[src/design/lfc_defines.svh]
`ifndef LFC_DEFINES_SVH
`define LFC_DEFINES_SVH

// ----------------------------------------------------------------------------
// flit field positions (128-bit flit, header low 64, tail high 64)
// ----------------------------------------------------------------------------
`define LFC_FLIT_W        128
`define LFC_CMD_LSB       0
`define LFC_CMD_W         6
`define LFC_TAG_LSB       12
`define LFC_TAG_W         11
`define LFC_CUB_LSB       61
`define LFC_CUB_W         3
`define LFC_RRP_LSB       64
`define LFC_FRP_LSB       72
`define LFC_PTR_W         8
`define LFC_SEQ_LSB       80
`define LFC_SEQ_W         3
`define LFC_RTC_LSB       87
`define LFC_RTC_W         7
`define LFC_CRC_LSB       96
`define LFC_CRC_W         32

// ----------------------------------------------------------------------------
// flow command codes and the error response code
// ----------------------------------------------------------------------------
`define LFC_CMD_NULL      6'h00
`define LFC_CMD_POINTER_RETURN_CMD      6'h01
`define LFC_CMD_TOKEN_RETURN_CMD      6'h02
`define LFC_CMD_INIT_RETRY_CMD     6'h03
`define LFC_CMD_ERROR     6'h3E

// ----------------------------------------------------------------------------
// token and init-retry counts
// ----------------------------------------------------------------------------
`define LFC_TOKENS_PER_TOKEN_RETURN_CMD  7'h40
`define LFC_MAX_HOST_TOKENS  10'h3FF
`define LFC_INIT_RETRY_CMD_CNT_W      8
`define LFC_TOKEN_W          10

`endif

[src/design/lfc_pkg.sv]
package lfc_pkg;

  typedef struct packed {
    logic [127:0] data;
    logic         last;
  } lfc_flit_t;

  typedef enum logic [2:0] {
    LFC_WAIT_PT   = 3'b000,
    LFC_WAIT_INIT = 3'b001,
    LFC_TOKEN_RETURN_CMD_OUT  = 3'b011,
    LFC_ACTIVE    = 3'b010,
    LFC_RETRY     = 3'b110
  } lfc_state_t;

  typedef struct packed {
    logic [7:0] forward_pointer_field;
    logic [2:0] seq;
    logic       start_retry;
    logic       clear_abort;
  } lfc_tx_ctl_t;

endpackage : lfc_pkg

[src/design/lfc_fifo.sv]
`timescale 1ns/1ns
module lfc_fifo #(
  parameter int WIDTH = 129,
  parameter int DEPTH = 4
) (
  input  wire logic             i_clk,
  input  wire logic             i_srst,
  input  wire logic             i_ce,
  input  wire logic             i_in_valid,
  output logic                  o_in_ready,
  input  wire logic [WIDTH-1:0] i_in_data,
  output logic                  o_out_valid,
  input  wire logic             i_out_ready,
  output logic      [WIDTH-1:0] o_out_data
);
  localparam int AW = $clog2(DEPTH);

  typedef struct packed {
    logic [AW-1:0] wr;
    logic [AW-1:0] rd;
    logic [AW:0]   cnt;
  } lfc_fifo_st_t;

  lfc_fifo_st_t     st_reg;
  lfc_fifo_st_t     st_next;
  logic [WIDTH-1:0] mem [DEPTH];
  logic             push;
  logic             pop;

  assign o_in_ready  = (st_reg.cnt != (AW+1)'(DEPTH));
  assign o_out_valid = (st_reg.cnt != '0);
  assign o_out_data  = mem[st_reg.rd];
  assign push        = i_in_valid && o_in_ready;
  assign pop         = o_out_valid && i_out_ready;

  always_comb begin
    st_next = st_reg;
    if (push) begin
      st_next.wr = st_reg.wr + AW'(1);
    end
    if (pop) begin
      st_next.rd = st_reg.rd + AW'(1);
    end
    st_next.cnt = st_reg.cnt + (AW+1)'(push) - (AW+1)'(pop);
  end

  always_ff @(posedge i_clk) begin
    if (i_srst) begin
      st_reg <= '0;
    end else if (i_ce) begin
      st_reg <= st_next;
      if (push) begin
        mem[st_reg.wr] <= i_in_data;
      end
    end
  end
endmodule : lfc_fifo

[src/design/lfc_tail.sv]
`timescale 1ns/1ns
`include "lfc_defines.svh"
// fills the tail of a flow flit; crc is supplied from outside the block
module lfc_tail (
  input  wire logic [5:0]                      i_cmd,
  input  wire logic [7:0]                      i_rrp,
  input  wire lfc_pkg::lfc_tx_ctl_t            i_ctl,
  input  wire logic [`LFC_RTC_W-1:0]           i_rtc,
  input  wire logic [31:0]                     i_crc,
  input  wire logic                            i_poison,
  output logic      [`LFC_FLIT_W-1:0]          o_flit
);
  always_comb begin
    o_flit = '0;
    if (i_cmd != `LFC_CMD_NULL) begin
      o_flit[`LFC_CMD_LSB +: `LFC_CMD_W] = i_cmd;
      o_flit[`LFC_RRP_LSB +: `LFC_PTR_W] = i_rrp;
      if (i_cmd == `LFC_CMD_TOKEN_RETURN_CMD) begin
        o_flit[`LFC_FRP_LSB +: `LFC_PTR_W] = i_ctl.forward_pointer_field;
        o_flit[`LFC_SEQ_LSB +: `LFC_SEQ_W] = i_ctl.seq;
        o_flit[`LFC_RTC_LSB +: `LFC_RTC_W] = i_rtc;
      end
      if (i_cmd == `LFC_CMD_INIT_RETRY_CMD) begin
        o_flit[`LFC_FRP_LSB]     = i_ctl.start_retry;
        o_flit[`LFC_FRP_LSB + 1] = i_ctl.clear_abort;
      end
      o_flit[`LFC_CRC_LSB +: `LFC_CRC_W] = i_poison ? ~i_crc : i_crc;
    end
  end
endmodule : lfc_tail

[src/design/lfc_link_flow.sv]
`timescale 1ns/1ns
`include "lfc_defines.svh"
// ----------------------------------------------------------------------------
// link flow command unit
// ----------------------------------------------------------------------------
// How it works
// - error link map latched once, at init
// - multi-cube: one error link; single: many
// - received flow flits consumed, never forwarded
// - flow flits sent regardless of tokens
// - codes null 0, pointer_return_cmd 1, token_return_cmd 2, init_retry_cmd 3
// - idle flit all zeros, never poisoned
// - pointer_return_cmd: not stored, seq frp rtc zero
// - token_return_cmd: stored, valid seq and frp
// - retry state sends programmable init_retry_cmd stream
// - init_retry_cmd frp bits: start retry, clear abort
// - poison means inverted crc, detected on receive
// - error response tag low = cube, upper zero
// - request token count ignored in open loop
// - after init send trets, at most 64 tokens each
// - host tokens accepted up to 1023
// - pass-through links init before host trets
// - after training both ends send idle flits
// - posted write tag is ignored
// - four data and one request register sideband
module lfc_link_flow #(
  parameter int INIT_RETRY_CMD_CNT_W = `LFC_INIT_RETRY_CMD_CNT_W,
  parameter int TOKEN_W     = `LFC_TOKEN_W,
  parameter int FIFO_DEPTH  = 4
) (
  input  wire logic                   i_clk,
  input  wire logic                   i_srst,
  input  wire logic                   i_ce,
  // configuration
  input  wire logic                   i_training_done,
  input  wire logic                   i_internal_init_done,
  input  wire logic                   i_passthru_init_done,
  input  wire logic                   i_multi_cube,
  input  wire logic [3:0]             i_err_link_map,
  input  wire logic [2:0]             i_cube_id,
  input  wire logic                   i_open_loop,
  input  wire logic [TOKEN_W-1:0]     i_input_buf_tokens,
  input  wire logic [INIT_RETRY_CMD_CNT_W-1:0] i_init_retry_cmd_len,
  // retry control from retry logic
  input  wire logic                   i_retry_init,
  input  wire logic                   i_start_retry,
  input  wire logic                   i_clear_abort,
  input  wire logic                   i_pointer_return_cmd_req,
  input  wire logic [7:0]             i_rrp,
  input  wire logic [7:0]             i_frp,
  input  wire logic [2:0]             i_seq,
  input  wire logic [31:0]            i_crc,
  // transaction packets toward link
  input  wire logic                   i_pkt_valid,
  output logic                        o_pkt_ready,
  input  wire lfc_pkg::lfc_flit_t     i_pkt,
  input  wire logic                   i_err_rsp_valid,
  // link transmit
  output logic [`LFC_FLIT_W-1:0]      o_tx_flit,
  output logic                        o_tx_store,
  output logic [3:0]                  o_err_link_en,
  // link receive
  input  wire logic                   i_rx_valid,
  input  wire logic [`LFC_FLIT_W-1:0] i_rx_flit,
  input  wire logic [31:0]            i_rx_crc,
  output logic                        o_rx_fwd_valid,
  output logic [`LFC_FLIT_W-1:0]      o_rx_fwd_flit,
  output logic                        o_rx_poisoned,
  output logic                        o_rx_err_flag,
  output logic [TOKEN_W-1:0]          o_host_tokens,
  output logic [7:0]                  o_rx_rrp,
  output logic                        o_link_ready,
  output lfc_pkg::lfc_state_t         o_state
);
  // --------------------------------------------------------------------------
  // state
  // --------------------------------------------------------------------------
  typedef struct packed {
    lfc_pkg::lfc_state_t    state;
    logic                   map_locked;
    logic [3:0]             err_links;
    logic [TOKEN_W-1:0]     tokens_left;
    logic [TOKEN_W-1:0]     host_tokens;
    logic [INIT_RETRY_CMD_CNT_W-1:0] init_retry_cmd_left;
    logic                   init_retry_cmd_done;
    logic                   link_ready;
    logic                   mid_pkt;
    logic                   host_token_return_cmd_seen;
    logic [`LFC_FLIT_W-1:0] tx_flit;
    logic                   tx_store;
    logic                   fwd_valid;
    logic [`LFC_FLIT_W-1:0] fwd_flit;
    logic                   poisoned;
    logic                   err_flag;
    logic [7:0]             rx_rrp;
  } lfc_st_t;

  lfc_st_t                st_reg;
  lfc_st_t                st_next;
  logic                   q_valid;
  logic                   q_ready;
  lfc_pkg::lfc_flit_t     q_flit;
  logic [5:0]             flow_cmd;
  logic [`LFC_RTC_W-1:0]  flow_rtc;
  logic [`LFC_FLIT_W-1:0] flow_flit;
  lfc_pkg::lfc_tx_ctl_t   tx_ctl;
  logic [5:0]             rx_cmd;
  logic [`LFC_FLIT_W-1:0] err_fix;
  logic [TOKEN_W-1:0]     rx_rtc;
  logic [TOKEN_W:0]       tok_sum;
  logic [TOKEN_W-1:0]     token_return_cmd_chunk;

  // --------------------------------------------------------------------------
  // outbound packet queue
  // --------------------------------------------------------------------------
  lfc_fifo #(
    .WIDTH ($bits(lfc_pkg::lfc_flit_t)),
    .DEPTH (FIFO_DEPTH)
  ) u_fifo (
    .i_clk       (i_clk),
    .i_srst      (i_srst),
    .i_ce        (i_ce),
    .i_in_valid  (i_pkt_valid),
    .o_in_ready  (o_pkt_ready),
    .i_in_data   (i_pkt),
    .o_out_valid (q_valid),
    .i_out_ready (q_ready),
    .o_out_data  (q_flit)
  );

  lfc_tail u_tail (
    .i_cmd    (flow_cmd),
    .i_rrp    (i_rrp),
    .i_ctl    (tx_ctl),
    .i_rtc    (flow_rtc),
    .i_crc    (i_crc),
    .i_poison (1'b0),
    .o_flit   (flow_flit)
  );

  assign tx_ctl.forward_pointer_field         = i_frp;
  assign tx_ctl.seq         = i_seq;
  assign tx_ctl.start_retry = i_start_retry;
  assign tx_ctl.clear_abort = i_clear_abort;

  // --------------------------------------------------------------------------
  // transmit selection
  // --------------------------------------------------------------------------
  // transaction flits only flow once tokens are advertised and not during retry
  assign q_ready = (st_reg.state == lfc_pkg::LFC_ACTIVE) && q_valid;

  assign token_return_cmd_chunk = (st_reg.tokens_left > TOKEN_W'(`LFC_TOKENS_PER_TOKEN_RETURN_CMD))
                    ? TOKEN_W'(`LFC_TOKENS_PER_TOKEN_RETURN_CMD) : st_reg.tokens_left;

  always_comb begin
    flow_cmd = `LFC_CMD_NULL;
    flow_rtc = '0;
    // the stream runs one flit past its programmed length; the rest of retry sends idle or pointer returns
    if (st_reg.state == lfc_pkg::LFC_RETRY && !st_reg.init_retry_cmd_done) begin
      flow_cmd = `LFC_CMD_INIT_RETRY_CMD;
    end else if (st_reg.state == lfc_pkg::LFC_TOKEN_RETURN_CMD_OUT) begin
      flow_cmd = `LFC_CMD_TOKEN_RETURN_CMD;
      flow_rtc = token_return_cmd_chunk[`LFC_RTC_W-1:0];
    end else if (i_pointer_return_cmd_req && !st_reg.mid_pkt) begin
      flow_cmd = `LFC_CMD_POINTER_RETURN_CMD;
    end
  end

  // --------------------------------------------------------------------------
  // receive decode
  // --------------------------------------------------------------------------
  assign rx_cmd  = i_rx_flit[`LFC_CMD_LSB +: `LFC_CMD_W];
  assign rx_rtc  = TOKEN_W'(i_rx_flit[`LFC_RTC_LSB +: `LFC_RTC_W]);
  assign tok_sum = {1'b0, st_reg.host_tokens} + {1'b0, rx_rtc};

  // unsolicited error response: tag carries the cube number
  always_comb begin
    err_fix = q_flit.data;
    if (q_flit.data[`LFC_CMD_LSB +: `LFC_CMD_W] == `LFC_CMD_ERROR) begin
      err_fix[`LFC_TAG_LSB +: `LFC_TAG_W] = {8'h00, i_cube_id};
      err_fix[`LFC_CUB_LSB +: `LFC_CUB_W] = i_cube_id;
    end
  end

  // --------------------------------------------------------------------------
  // next state
  // --------------------------------------------------------------------------
  always_comb begin
    st_next           = st_reg;
    st_next.fwd_valid = 1'b0;
    st_next.poisoned  = 1'b0;
    st_next.err_flag  = 1'b0;

    // error link binding is static once initialization finishes
    if (!st_reg.map_locked && i_internal_init_done) begin
      st_next.map_locked = 1'b1;
      if (i_multi_cube) begin
        st_next.err_links = i_err_link_map & (~i_err_link_map + 4'h1);
      end else begin
        st_next.err_links = i_err_link_map;
      end
    end

    unique case (st_reg.state)
      lfc_pkg::LFC_WAIT_PT: begin
        if (i_training_done) begin
          st_next.state = lfc_pkg::LFC_WAIT_INIT;
        end
      end
      lfc_pkg::LFC_WAIT_INIT: begin
        // host-facing trets wait for every pass-through link
        if (i_internal_init_done && i_passthru_init_done) begin
          st_next.state       = lfc_pkg::LFC_TOKEN_RETURN_CMD_OUT;
          st_next.tokens_left = i_input_buf_tokens;
        end
      end
      lfc_pkg::LFC_TOKEN_RETURN_CMD_OUT: begin
        st_next.tokens_left = st_reg.tokens_left - token_return_cmd_chunk;
        if (st_reg.tokens_left <= TOKEN_W'(`LFC_TOKENS_PER_TOKEN_RETURN_CMD)) begin
          st_next.state = lfc_pkg::LFC_ACTIVE;
        end
      end
      lfc_pkg::LFC_ACTIVE: begin
        if (i_retry_init && !st_reg.mid_pkt) begin
          st_next.state      = lfc_pkg::LFC_RETRY;
          st_next.init_retry_cmd_left = i_init_retry_cmd_len;
          st_next.init_retry_cmd_done = 1'b0;
        end
      end
      lfc_pkg::LFC_RETRY: begin
        if (st_reg.init_retry_cmd_left != '0) begin
          st_next.init_retry_cmd_left = st_reg.init_retry_cmd_left - INIT_RETRY_CMD_CNT_W'(1);
        end else begin
          st_next.init_retry_cmd_done = 1'b1;
          if (!i_retry_init) begin
            st_next.state = lfc_pkg::LFC_ACTIVE;
          end
        end
      end
      default: begin
        st_next.state = lfc_pkg::LFC_WAIT_PT;
      end
    endcase

    // transmit: tokens are never checked for flow flits
    if (q_ready) begin
      st_next.tx_flit  = err_fix;
      st_next.tx_store = 1'b1;
      st_next.mid_pkt  = !q_flit.last;
    end else begin
      st_next.tx_flit  = flow_flit;
      st_next.tx_store = (flow_cmd == `LFC_CMD_TOKEN_RETURN_CMD);
      st_next.mid_pkt  = st_reg.mid_pkt;
    end

    // receive: flow flits stop here, others pass up
    if (i_rx_valid) begin
      st_next.poisoned = (i_rx_flit[`LFC_CRC_LSB +: `LFC_CRC_W] == ~i_rx_crc)
                         && (i_rx_flit != '0);
      if (i_rx_flit[`LFC_CMD_LSB +: `LFC_CMD_W] <= `LFC_CMD_INIT_RETRY_CMD) begin
        if (rx_cmd != `LFC_CMD_NULL) begin
          st_next.rx_rrp = i_rx_flit[`LFC_RRP_LSB +: `LFC_PTR_W];
        end
        if (rx_cmd == `LFC_CMD_TOKEN_RETURN_CMD) begin
          st_next.host_token_return_cmd_seen = 1'b1;
          st_next.host_tokens = tok_sum[TOKEN_W] ? `LFC_MAX_HOST_TOKENS
                              : tok_sum[TOKEN_W-1:0];
        end
      end else begin
        st_next.fwd_valid = 1'b1;
        st_next.fwd_flit  = i_rx_flit;
        st_next.rx_rrp    = i_rx_flit[`LFC_RRP_LSB +: `LFC_PTR_W];
        if (i_open_loop) begin
          st_next.fwd_flit[`LFC_RTC_LSB +: `LFC_RTC_W] = '0;
        end else if (st_reg.host_tokens != '0) begin
          st_next.host_tokens = st_reg.host_tokens - TOKEN_W'(1);
        end
        // posted write tag is never looked at; the upper layer gets it as-is
        st_next.err_flag = i_err_rsp_valid;
      end
    end
    st_next.link_ready = st_next.host_token_return_cmd_seen && (st_next.state == lfc_pkg::LFC_ACTIVE);
  end

  // --------------------------------------------------------------------------
  // registers
  // --------------------------------------------------------------------------
  always_ff @(posedge i_clk) begin
    if (i_srst) begin
      st_reg       <= '0;
      st_reg.state <= lfc_pkg::LFC_WAIT_PT;
    end else if (i_ce) begin
      st_reg <= st_next;
    end
  end

  assign o_tx_flit      = st_reg.tx_flit;
  assign o_tx_store     = st_reg.tx_store;
  assign o_err_link_en  = st_reg.err_links;
  assign o_rx_fwd_valid = st_reg.fwd_valid;
  assign o_rx_fwd_flit  = st_reg.fwd_flit;
  assign o_rx_poisoned  = st_reg.poisoned;
  assign o_rx_err_flag  = st_reg.err_flag;
  assign o_host_tokens  = st_reg.host_tokens;
  assign o_rx_rrp       = st_reg.rx_rrp;
  assign o_link_ready   = st_reg.link_ready;
  assign o_state        = st_reg.state;
endmodule : lfc_link_flow

[config.mk]
export PLATFORM = sky130hd
export DESIGN_NAME = lfc_link_flow
export DESIGN_NICKNAME = d
export VERILOG_FILES = /design/src/design/lfc_pkg.sv /design/src/design/lfc_fifo.sv /design/src/design/lfc_tail.sv /design/src/design/lfc_link_flow.sv
export VERILOG_INCLUDE_DIRS = /design/src /design/src/design
export SDC_FILE = /design/constraint.sdc
export NUM_CORES = 1
export LEC_CHECK = 0
export BUFFER_PORTS_ARGS = -buffer_cell sky130_fd_sc_hd__buf_2
export CAP_MARGIN = 5
export CORE_MARGIN = 1.5
export CORE_UTILIZATION = 35
export CTS_CLUSTER_SIZE = 14
export DETAILED_ROUTE_END_ITERATION = 7
export PLACE_DENSITY_LB_ADDON = 0.08
export SLEW_MARGIN = 20
export SYNTH_ARGS = -nofsm -noshare
export SYNTH_HDL_FRONTEND = slang
export SYNTH_SLANG_ARGS = --single-unit
[constraint.sdc]
create_clock -name i_clk -period 13.1 [get_ports i_clk]
set_clock_uncertainty 0.2 [all_clocks]
set_input_delay 0 -clock i_clk [delete_from_list [all_inputs] [get_ports i_clk]]
set_output_delay 0 -clock i_clk [all_outputs]
set_load 0.02 [all_outputs]
==> results.cfg, run 1 <==
[final_layout]
fin_nets = 4008
multi_input_area_mm2 = 0.00926
n_fill_cell = 8554
regArea_mm2 = 0.0218
area_growth_pct = 38.5
top_register = u_fifo.mem
drive_above_1_share_pct = 26.4
largest_reg_flops = 516

[logic_synthesis]
synthArstFlopShare_pct = 0
ys.warnings.count = 0
synthTopCellsByArea = edfxtp_1 46%, dfxtp_1 19%, mux4_2 8.6%
yosysSeqAreaShare_pct = 64.6
netlist_area_mm2 = 0.0338
synth_nets = 2915
syn_area_per_cell_um2 = 13.4
synthFlopType = edfxtp_1
synth_top_area_share_pct = 45.8
synth-edff-count = 516
synth.most_common_cell = edfxtp_1
yosysUniqueCellTypes = 80
synthTopCellsByCount = 516 x edfxtp_1, 317 x dfxtp_1, 298 x nand2_1
synth_seq_cells = 833
synthCells = 2516
synth_top_cell_by_area = edfxtp_1

[grt]
grt_max_degree = 165
grt_first_pass_wirelength_um = 159000
grt_util_met1_pct = 25.4
gr-usage-met2_pct = 36.5
top_usage_layer = met2
grt_pass1_vias = 25900
grt_usage_pct = 21.2
gr-total-overflow = 0
antenna_found_initial = 17
met3_usage_pct = 5.86

[sta]
max_freq_ghz = 0.242
drv_slew = 0
hold_viol_final = 0
setup_tns_ns = 0
setup_violations = 0
slew_headroom_pct = 31.3
worst_pin_slew_ns = 1.03
period_minus_slack_ns = 4.14
min_period_over_period_pct = 31.6
rsz0062_at_grt = no

[critical_path]
path_max_fanout = 60
crit_type = flip-flop to flip-flop
crit_path_start_kind = flip-flop
worstPathArrival_ns = 4.53
cp.required_ns = 13.50
endpoint_kind = flip-flop

[die]
start_util_pct = 35.5
num_rows = 113
io_pins = 667
dieHeight_um = 314
core-area_mm2 = 0.0954
fp.dieArea_mm2 = 0.0985
die_x_um = 314

[routing]
detail_route.wl_per_cell_um = 21.6
first_iter_violations = 1789
first_pass_iters = 5
via_count = 24700
drc = 0
wl_um = 107000
vias_per_cell = 4.97
postRouteAntennaNets = 0

[clock_network]
cts.sinks = 833
clk_latency_ns = 0.66
cts_buffer_depth = 3
clockRootBuffer = clkbuf_16
cts_buffers = 96
cts_tree = yes
clk_pin_slew_ns = 0.06
htreeDepth = 3

[power_and_ir_drop]
irDropWorstVdd_v = 0.0000959
power_frac_comb_pct = 9.5
seqPwrFrac_pct = 47.3
p_leak_nw = 17.6
power-per-cell-area_mw_per_mm2 = 130
internal-power_mw = 4.67
power_switching_mw = 1.41
power.total_mw = 6.08
p_sw_share_pct = 23.2
pwr-share-clk_pct = 43.2

[placed_design]
io_buffers = 666
globalplace.congestion = 0.912
post-dp-hpwl_um = 66700

[run_status]
status = finished clean

[flow_run]
cap_violations = 0

[hold_path]
hold_class = primary input to flip-flop
-- layout make-up --
type                    instances  area share [%]
diodes                          8          0.0427
clock buffers                 144            5.90
repair buffers               1421            23.3
flip-flops and latches        833            46.6
multi-input cells            1235            19.8
well taps                    1265            3.38
inverters                      22           0.182
clock inverters                35           0.761
-- cells in the final DEF (no fill, tap or decap), types with 8 or more instances in the layout --
cell type / n
a211oi_1: 19
a21oi_1: 168
a221oi_1: 12
a222oi_1: 42
a22oi_1: 64
a32oi_1: 12
and3_1: 9
buf_2: 665
buf_4: 11
clkbuf_1: 33
clkbuf_16: 99
clkbuf_8: 12
clkinv_1: 8
clkinv_2: 15
dfxtp_1: 315
diode_2: 8
dlygate4sd3_1: 737
edfxtp_1: 516
ha_1: 17
inv_1: 21
mux2i_1: 12
mux4_2: 129
nand2_1: 297
nand3_1: 19
nand3b_1: 8
nand4_1: 17
nor2_1: 173
nor3_1: 27
nor4_1: 39
o21ai_0: 18
xor2_1: 37
-- layer usage --
metal / vias up / part of all wire [%] / wire length [um]
met2: 820 / 49 / 52700
met5: - / 0.094 / 101
met3: 221 / 7.1 / 7650
met4: 18 / 3.5 / 3730
met1: 12300 / 40 / 42800
li1: 11400 / - / -
-- cell families (layout without fill, tap and decap cells) --
family,count (synthesis),after routing,synth area share (%)
compound gates,394,394,7.91
xor+xnor,42,42,1.09
fa+ha+maj,19,19,0.747
buf+inv,448,1622,8.25
flops,833,833,64.6
mux,142,142,8.98
other cells,1,9,0.0111
simple gates,637,637,8.46
-- power by group through the flow --
stage | sequential [mW] | combinational [mW] | clock, mW
after floorplan | 2.93 | 0.257 | 0
after global placement | 2.93 | 0.398 | 0
after detailed placement | 2.93 | 0.403 | 0
after CTS | 2.87 | 0.575 | 2.70
after global routing | 2.88 | 0.620 | 2.80
final | 2.87 | 0.576 | 2.63
-- critical path, stage by stage (launching register included) --
cell           delay [ns]
dfxtp_4              0.60
buf_4                0.84
mux4_2               0.47
and4b_1              0.30
nand3_2              0.38
or4b_1               0.59
dlygate4sd3_1        0.58
nand2_1              0.06
-- per-stage QoR --
stage	hold slack, ns	instances	area, um^2	util (%)	setup slack [ns]
2_1_floorplan	-0.101	2516	33800	-	1.73
3_3_place_gp	0.0102	4039	36300	38.1	9.39
3_5_place_dp	0.0193	4039	36300	38.1	9.41
4_1_cts	0.00474	4955	46800	49.1	8.89
5_1_grt	0.0228	4960	46800	49.1	8.70
6_report	0.0511	4963	46900	49.1	8.96
-- what timing repair did --
action	in CTS	in global routing
hold endpoints to repair	781	0
hold buffers	737	0
setup buffers	0	0
gates resized for setup	0	0
-- final timing paths --
check,from,depth (start not counted),end,slack [ns]
setup / recovery,flip-flop,7,o_tx_flit[63]$_SDFFE_PP0P_,8.96
hold / removal,i_rx_flit[1],4,o_rx_fwd_flit[1]$_SDFFE_PP0P_,0.05
setup reg to reg,flip-flop,7,o_tx_flit[63]$_SDFFE_PP0P_,8.96
hold reg to reg,o_rx_fwd_flit[71]$_SDFFE_PP0P_,2,o_rx_fwd_flit[71]$_SDFFE_PP0P_,0.25
Note: power is estimated with default switching activity, not from simulation.
==> inputs of run 2 (changes only) <==
--- a/config.mk
+++ b/config.mk
@@ -6,6 +6,7 @@
 export SDC_FILE = /design/constraint.sdc
 export NUM_CORES = 1
 export LEC_CHECK = 0
+export ABC_AREA = 1
 export BUFFER_PORTS_ARGS = -buffer_cell sky130_fd_sc_hd__buf_2
 export CAP_MARGIN = 5
 export CORE_MARGIN = 1.5
==> constraint.sdc (replaced) <==
create_clock -name i_clk -period 3.6 [get_ports i_clk]
set_clock_uncertainty 0.2 [all_clocks]
set_input_delay 0 -clock i_clk [delete_from_list [all_inputs] [get_ports i_clk]]
set_output_delay 0 -clock i_clk [all_outputs]
set_load 0.02 [all_outputs]
==> run 2 against run 1 <==
  * Worst setup slack got worse by 8.8 ns
  * Worst hold slack got worse by 0.037 ns
  * Critical path depth grew 6
  * Critical endpoint is now o_rx_poisoned$_SDFFE_PP0P_
  * Global-route usage grew 0.48 points
==> results.cfg, run 2 <==
[run_status]
status = finished clean

[clock_network]
cts_buffer_depth = 3
clockRootBuffer = clkbuf_16
cts_setup_buffers = 0
clk_pin_slew_ns = 0.06
clk_latency_ns = 0.67
cts-resized-gates = 0
ctsHoldBuffers = 715
cts_tree = yes
htreeDepth = 3
cts.sinks = 833
cts_buffers = 94

[routing]
first_iter_violations = 1831
first_pass_iters = 5
detail_route.wl_per_cell_um = 19.4
postRouteAntennaNets = 0
vias_per_cell = 4.85
via_count = 28100
wl_um = 113000
drc = 0

[hold_path]
hold_class = primary input to flip-flop
worstHoldStart = i_passthru_init_done

[logic_synthesis]
synth.most_common_cell = nor2_1
synth-edff-count = 516
synthTopCellsByArea = edfxtp_1 45%, dfxtp_1 18%, buf_4 6.4%
synthFlopType = edfxtp_1
yosysSeqAreaShare_pct = 62.8
synth_top_area_share_pct = 44.5
synth_seq_cells = 833
synthCells = 3377
netlist_area_mm2 = 0.0348
syn_area_per_cell_um2 = 10.3
synthTopCellsByCount = 559 x nor2_1, 516 x edfxtp_1, 394 x o21ai_0
ys.warnings.count = 0
synth_top_cell_by_area = edfxtp_1
yosysUniqueCellTypes = 59
synthArstFlopShare_pct = 0
synth_nets = 3776

[power_and_ir_drop]
power-per-cell-area_mw_per_mm2 = 464
p_leak_nw = 18.7
irDropWorstVdd_v = 0.000439

[final_layout]
area_growth_pct = 36.2
stdcell_count = 5796
largest_reg_flops = 516
n_fill_cell = 9240
top_register = u_fifo.mem
drive_above_1_share_pct = 19.8
final_util_pct = 48.1
layout_commonest_cell = dlygate4sd3_1
fin_nets = 4820
layout_common_cells = 715 x dlygate4sd3_1, 665 x buf_2, 555 x nor2_1

[sta]
setup_violations = 0
drv_slew = 0
setup_tns_ns = 0
rsz0062_at_grt = no
hold_viol_final = 0
worst_pin_slew_ns = 0.879
min_period_over_period_pct = 95.3
period_minus_slack_ns = 3.43
slew_headroom_pct = 41.4
max_freq_ghz = 0.291

[grt]
grt_usage_pct = 21.7
grt_pass1_vias = 28400
grt_max_degree = 154
antenna_found_initial = 14
gr-total-overflow = 0
grt_first_pass_wirelength_um = 171000

[die]
dieHeight_um = 318
start_util_pct = 35.3
io_pins = 667
die_x_um = 318
num_rows = 115
core-area_mm2 = 0.0984
fp.dieArea_mm2 = 0.101

[placed_design]
post-dp-hpwl_um = 69500
io_buffers = 666
globalplace.congestion = 0.827
dp_cells = 4897

[critical_path]
crit_type = primary input to flip-flop
path_cells = dlygate4sd3_1 > buf_2 > nand2_1 > dlygate4sd3_1 > inv_1 > o21ai_0 > nor3_1 > nand3_1 > dlygate4sd3_1 > nor2_1 > dlygate4sd3_1 > nand2_1 > a21oi_1
worstPathArrival_ns = 3.83
startpoint = i_ce
r2r_slack_ns = 0.70
crit_family = buffers and inverters
crit_top_cell = dlygate4sd3_1
reg2reg_from = o_state[2]$_SDFFE_PP0P_
crit_buf_inv = 6
endpoint_kind = flip-flop
crit_path_start_kind = primary input
cp_slowest_cell = dlygate4sd3_1
slowest_delay_ns = 0.67
path_max_fanout = 6
cp.required_ns = 3.99

[flow_run]
cap_violations = 0
[run 2: cell count changes after synthesis, sizes merged, moves of 76 or more]
cell	change
o21ai	+389
nor2	+393
o22ai	+115
nand2	+76
mux4	-129
inv	+82
[run 2: metal layers]
| layer | wire, um | vias up | track usage (%) |
|---|---|---|---|
| li1 | - | 13600 | - |
| met1 | 46400 | 13500 | 25.6 |
| met2 | 56000 | 749 | 38.8 |
| met5 | 57 | - | 0 |
| met3 | 6330 | 199 | 4.87 |
| met4 | 3790 | 10 | 7.37 |
[run 2: final timing paths]
check	to	cells past startpoint
setup / recovery	o_rx_poisoned$_SDFFE_PP0P_	13
setup reg to reg	o_tx_flit[100]$_SDFFE_PP0P_	8
hold / removal	st_reg[291]$_SDFFE_PP0P_	7
hold reg to reg	flip-flop	1
[run 2: final cells by class]
class                           count  area (um^2)  area share [%]
Multi-Input combinational cell   1967         9580            20.2
Timing Repair Buffer             1419        10900            23.1
Clock inverter                     42          375           0.792
Antenna cell                       12         30.0          0.0634
Tap cell                         1287         1610            3.40
Inverter                          106          420           0.887
Clock buffer                      130         2590            5.46
Sequential cell                   833        21800            46.1
[run 2: cell families after synthesis]
group                      count (synthesis)  share of synthesized area [%]
buffers and inverters                    577                           9.80
and+or+nand+nor                         1104                           13.1
DFF                                      833                           62.8
adders and majority gates                 19                          0.726
AOI/OAI and AO/OA                        823                           13.1
xor gates and xnor gates                  20                          0.504
other                                      1                         0.0108
[run 2: metrics by stage]
step / power [mW] / instance area (um^2) / setup slack, ns / hold slack (ns)
after floorplan: 11.7 / 34800 / 0.0174 / -0.101
after global placement: 12.3 / 37200 / 0.986 / 0.0198
after detailed placement: 12.3 / 37200 / 0.909 / 0.0191
after CTS: 22.2 / 47400 / 0.133 / 0.00194
after global routing: 22.8 / 47400 / 0.0162 / 0.0217
final: 22.0 / 47400 / 0.168 / 0.0142
[run 2: power by group]
group	leakage [nW]	internal [mW]	switching [mW]
Sequential	7.25	10.4	0.110
Clock	1.45	5.32	3.96
Combinational	9.97	1.02	1.19
[run 2: worst register-to-register path, delay by kind of cell (launching register included)]
| kind | cells | cell delay, ns |
|---|---|---|
| compound gates | 1 | 0.06 |
| buf+inv | 2 | 0.82 |
| flops | 1 | 0.51 |
| simple gates | 5 | 1.17 |
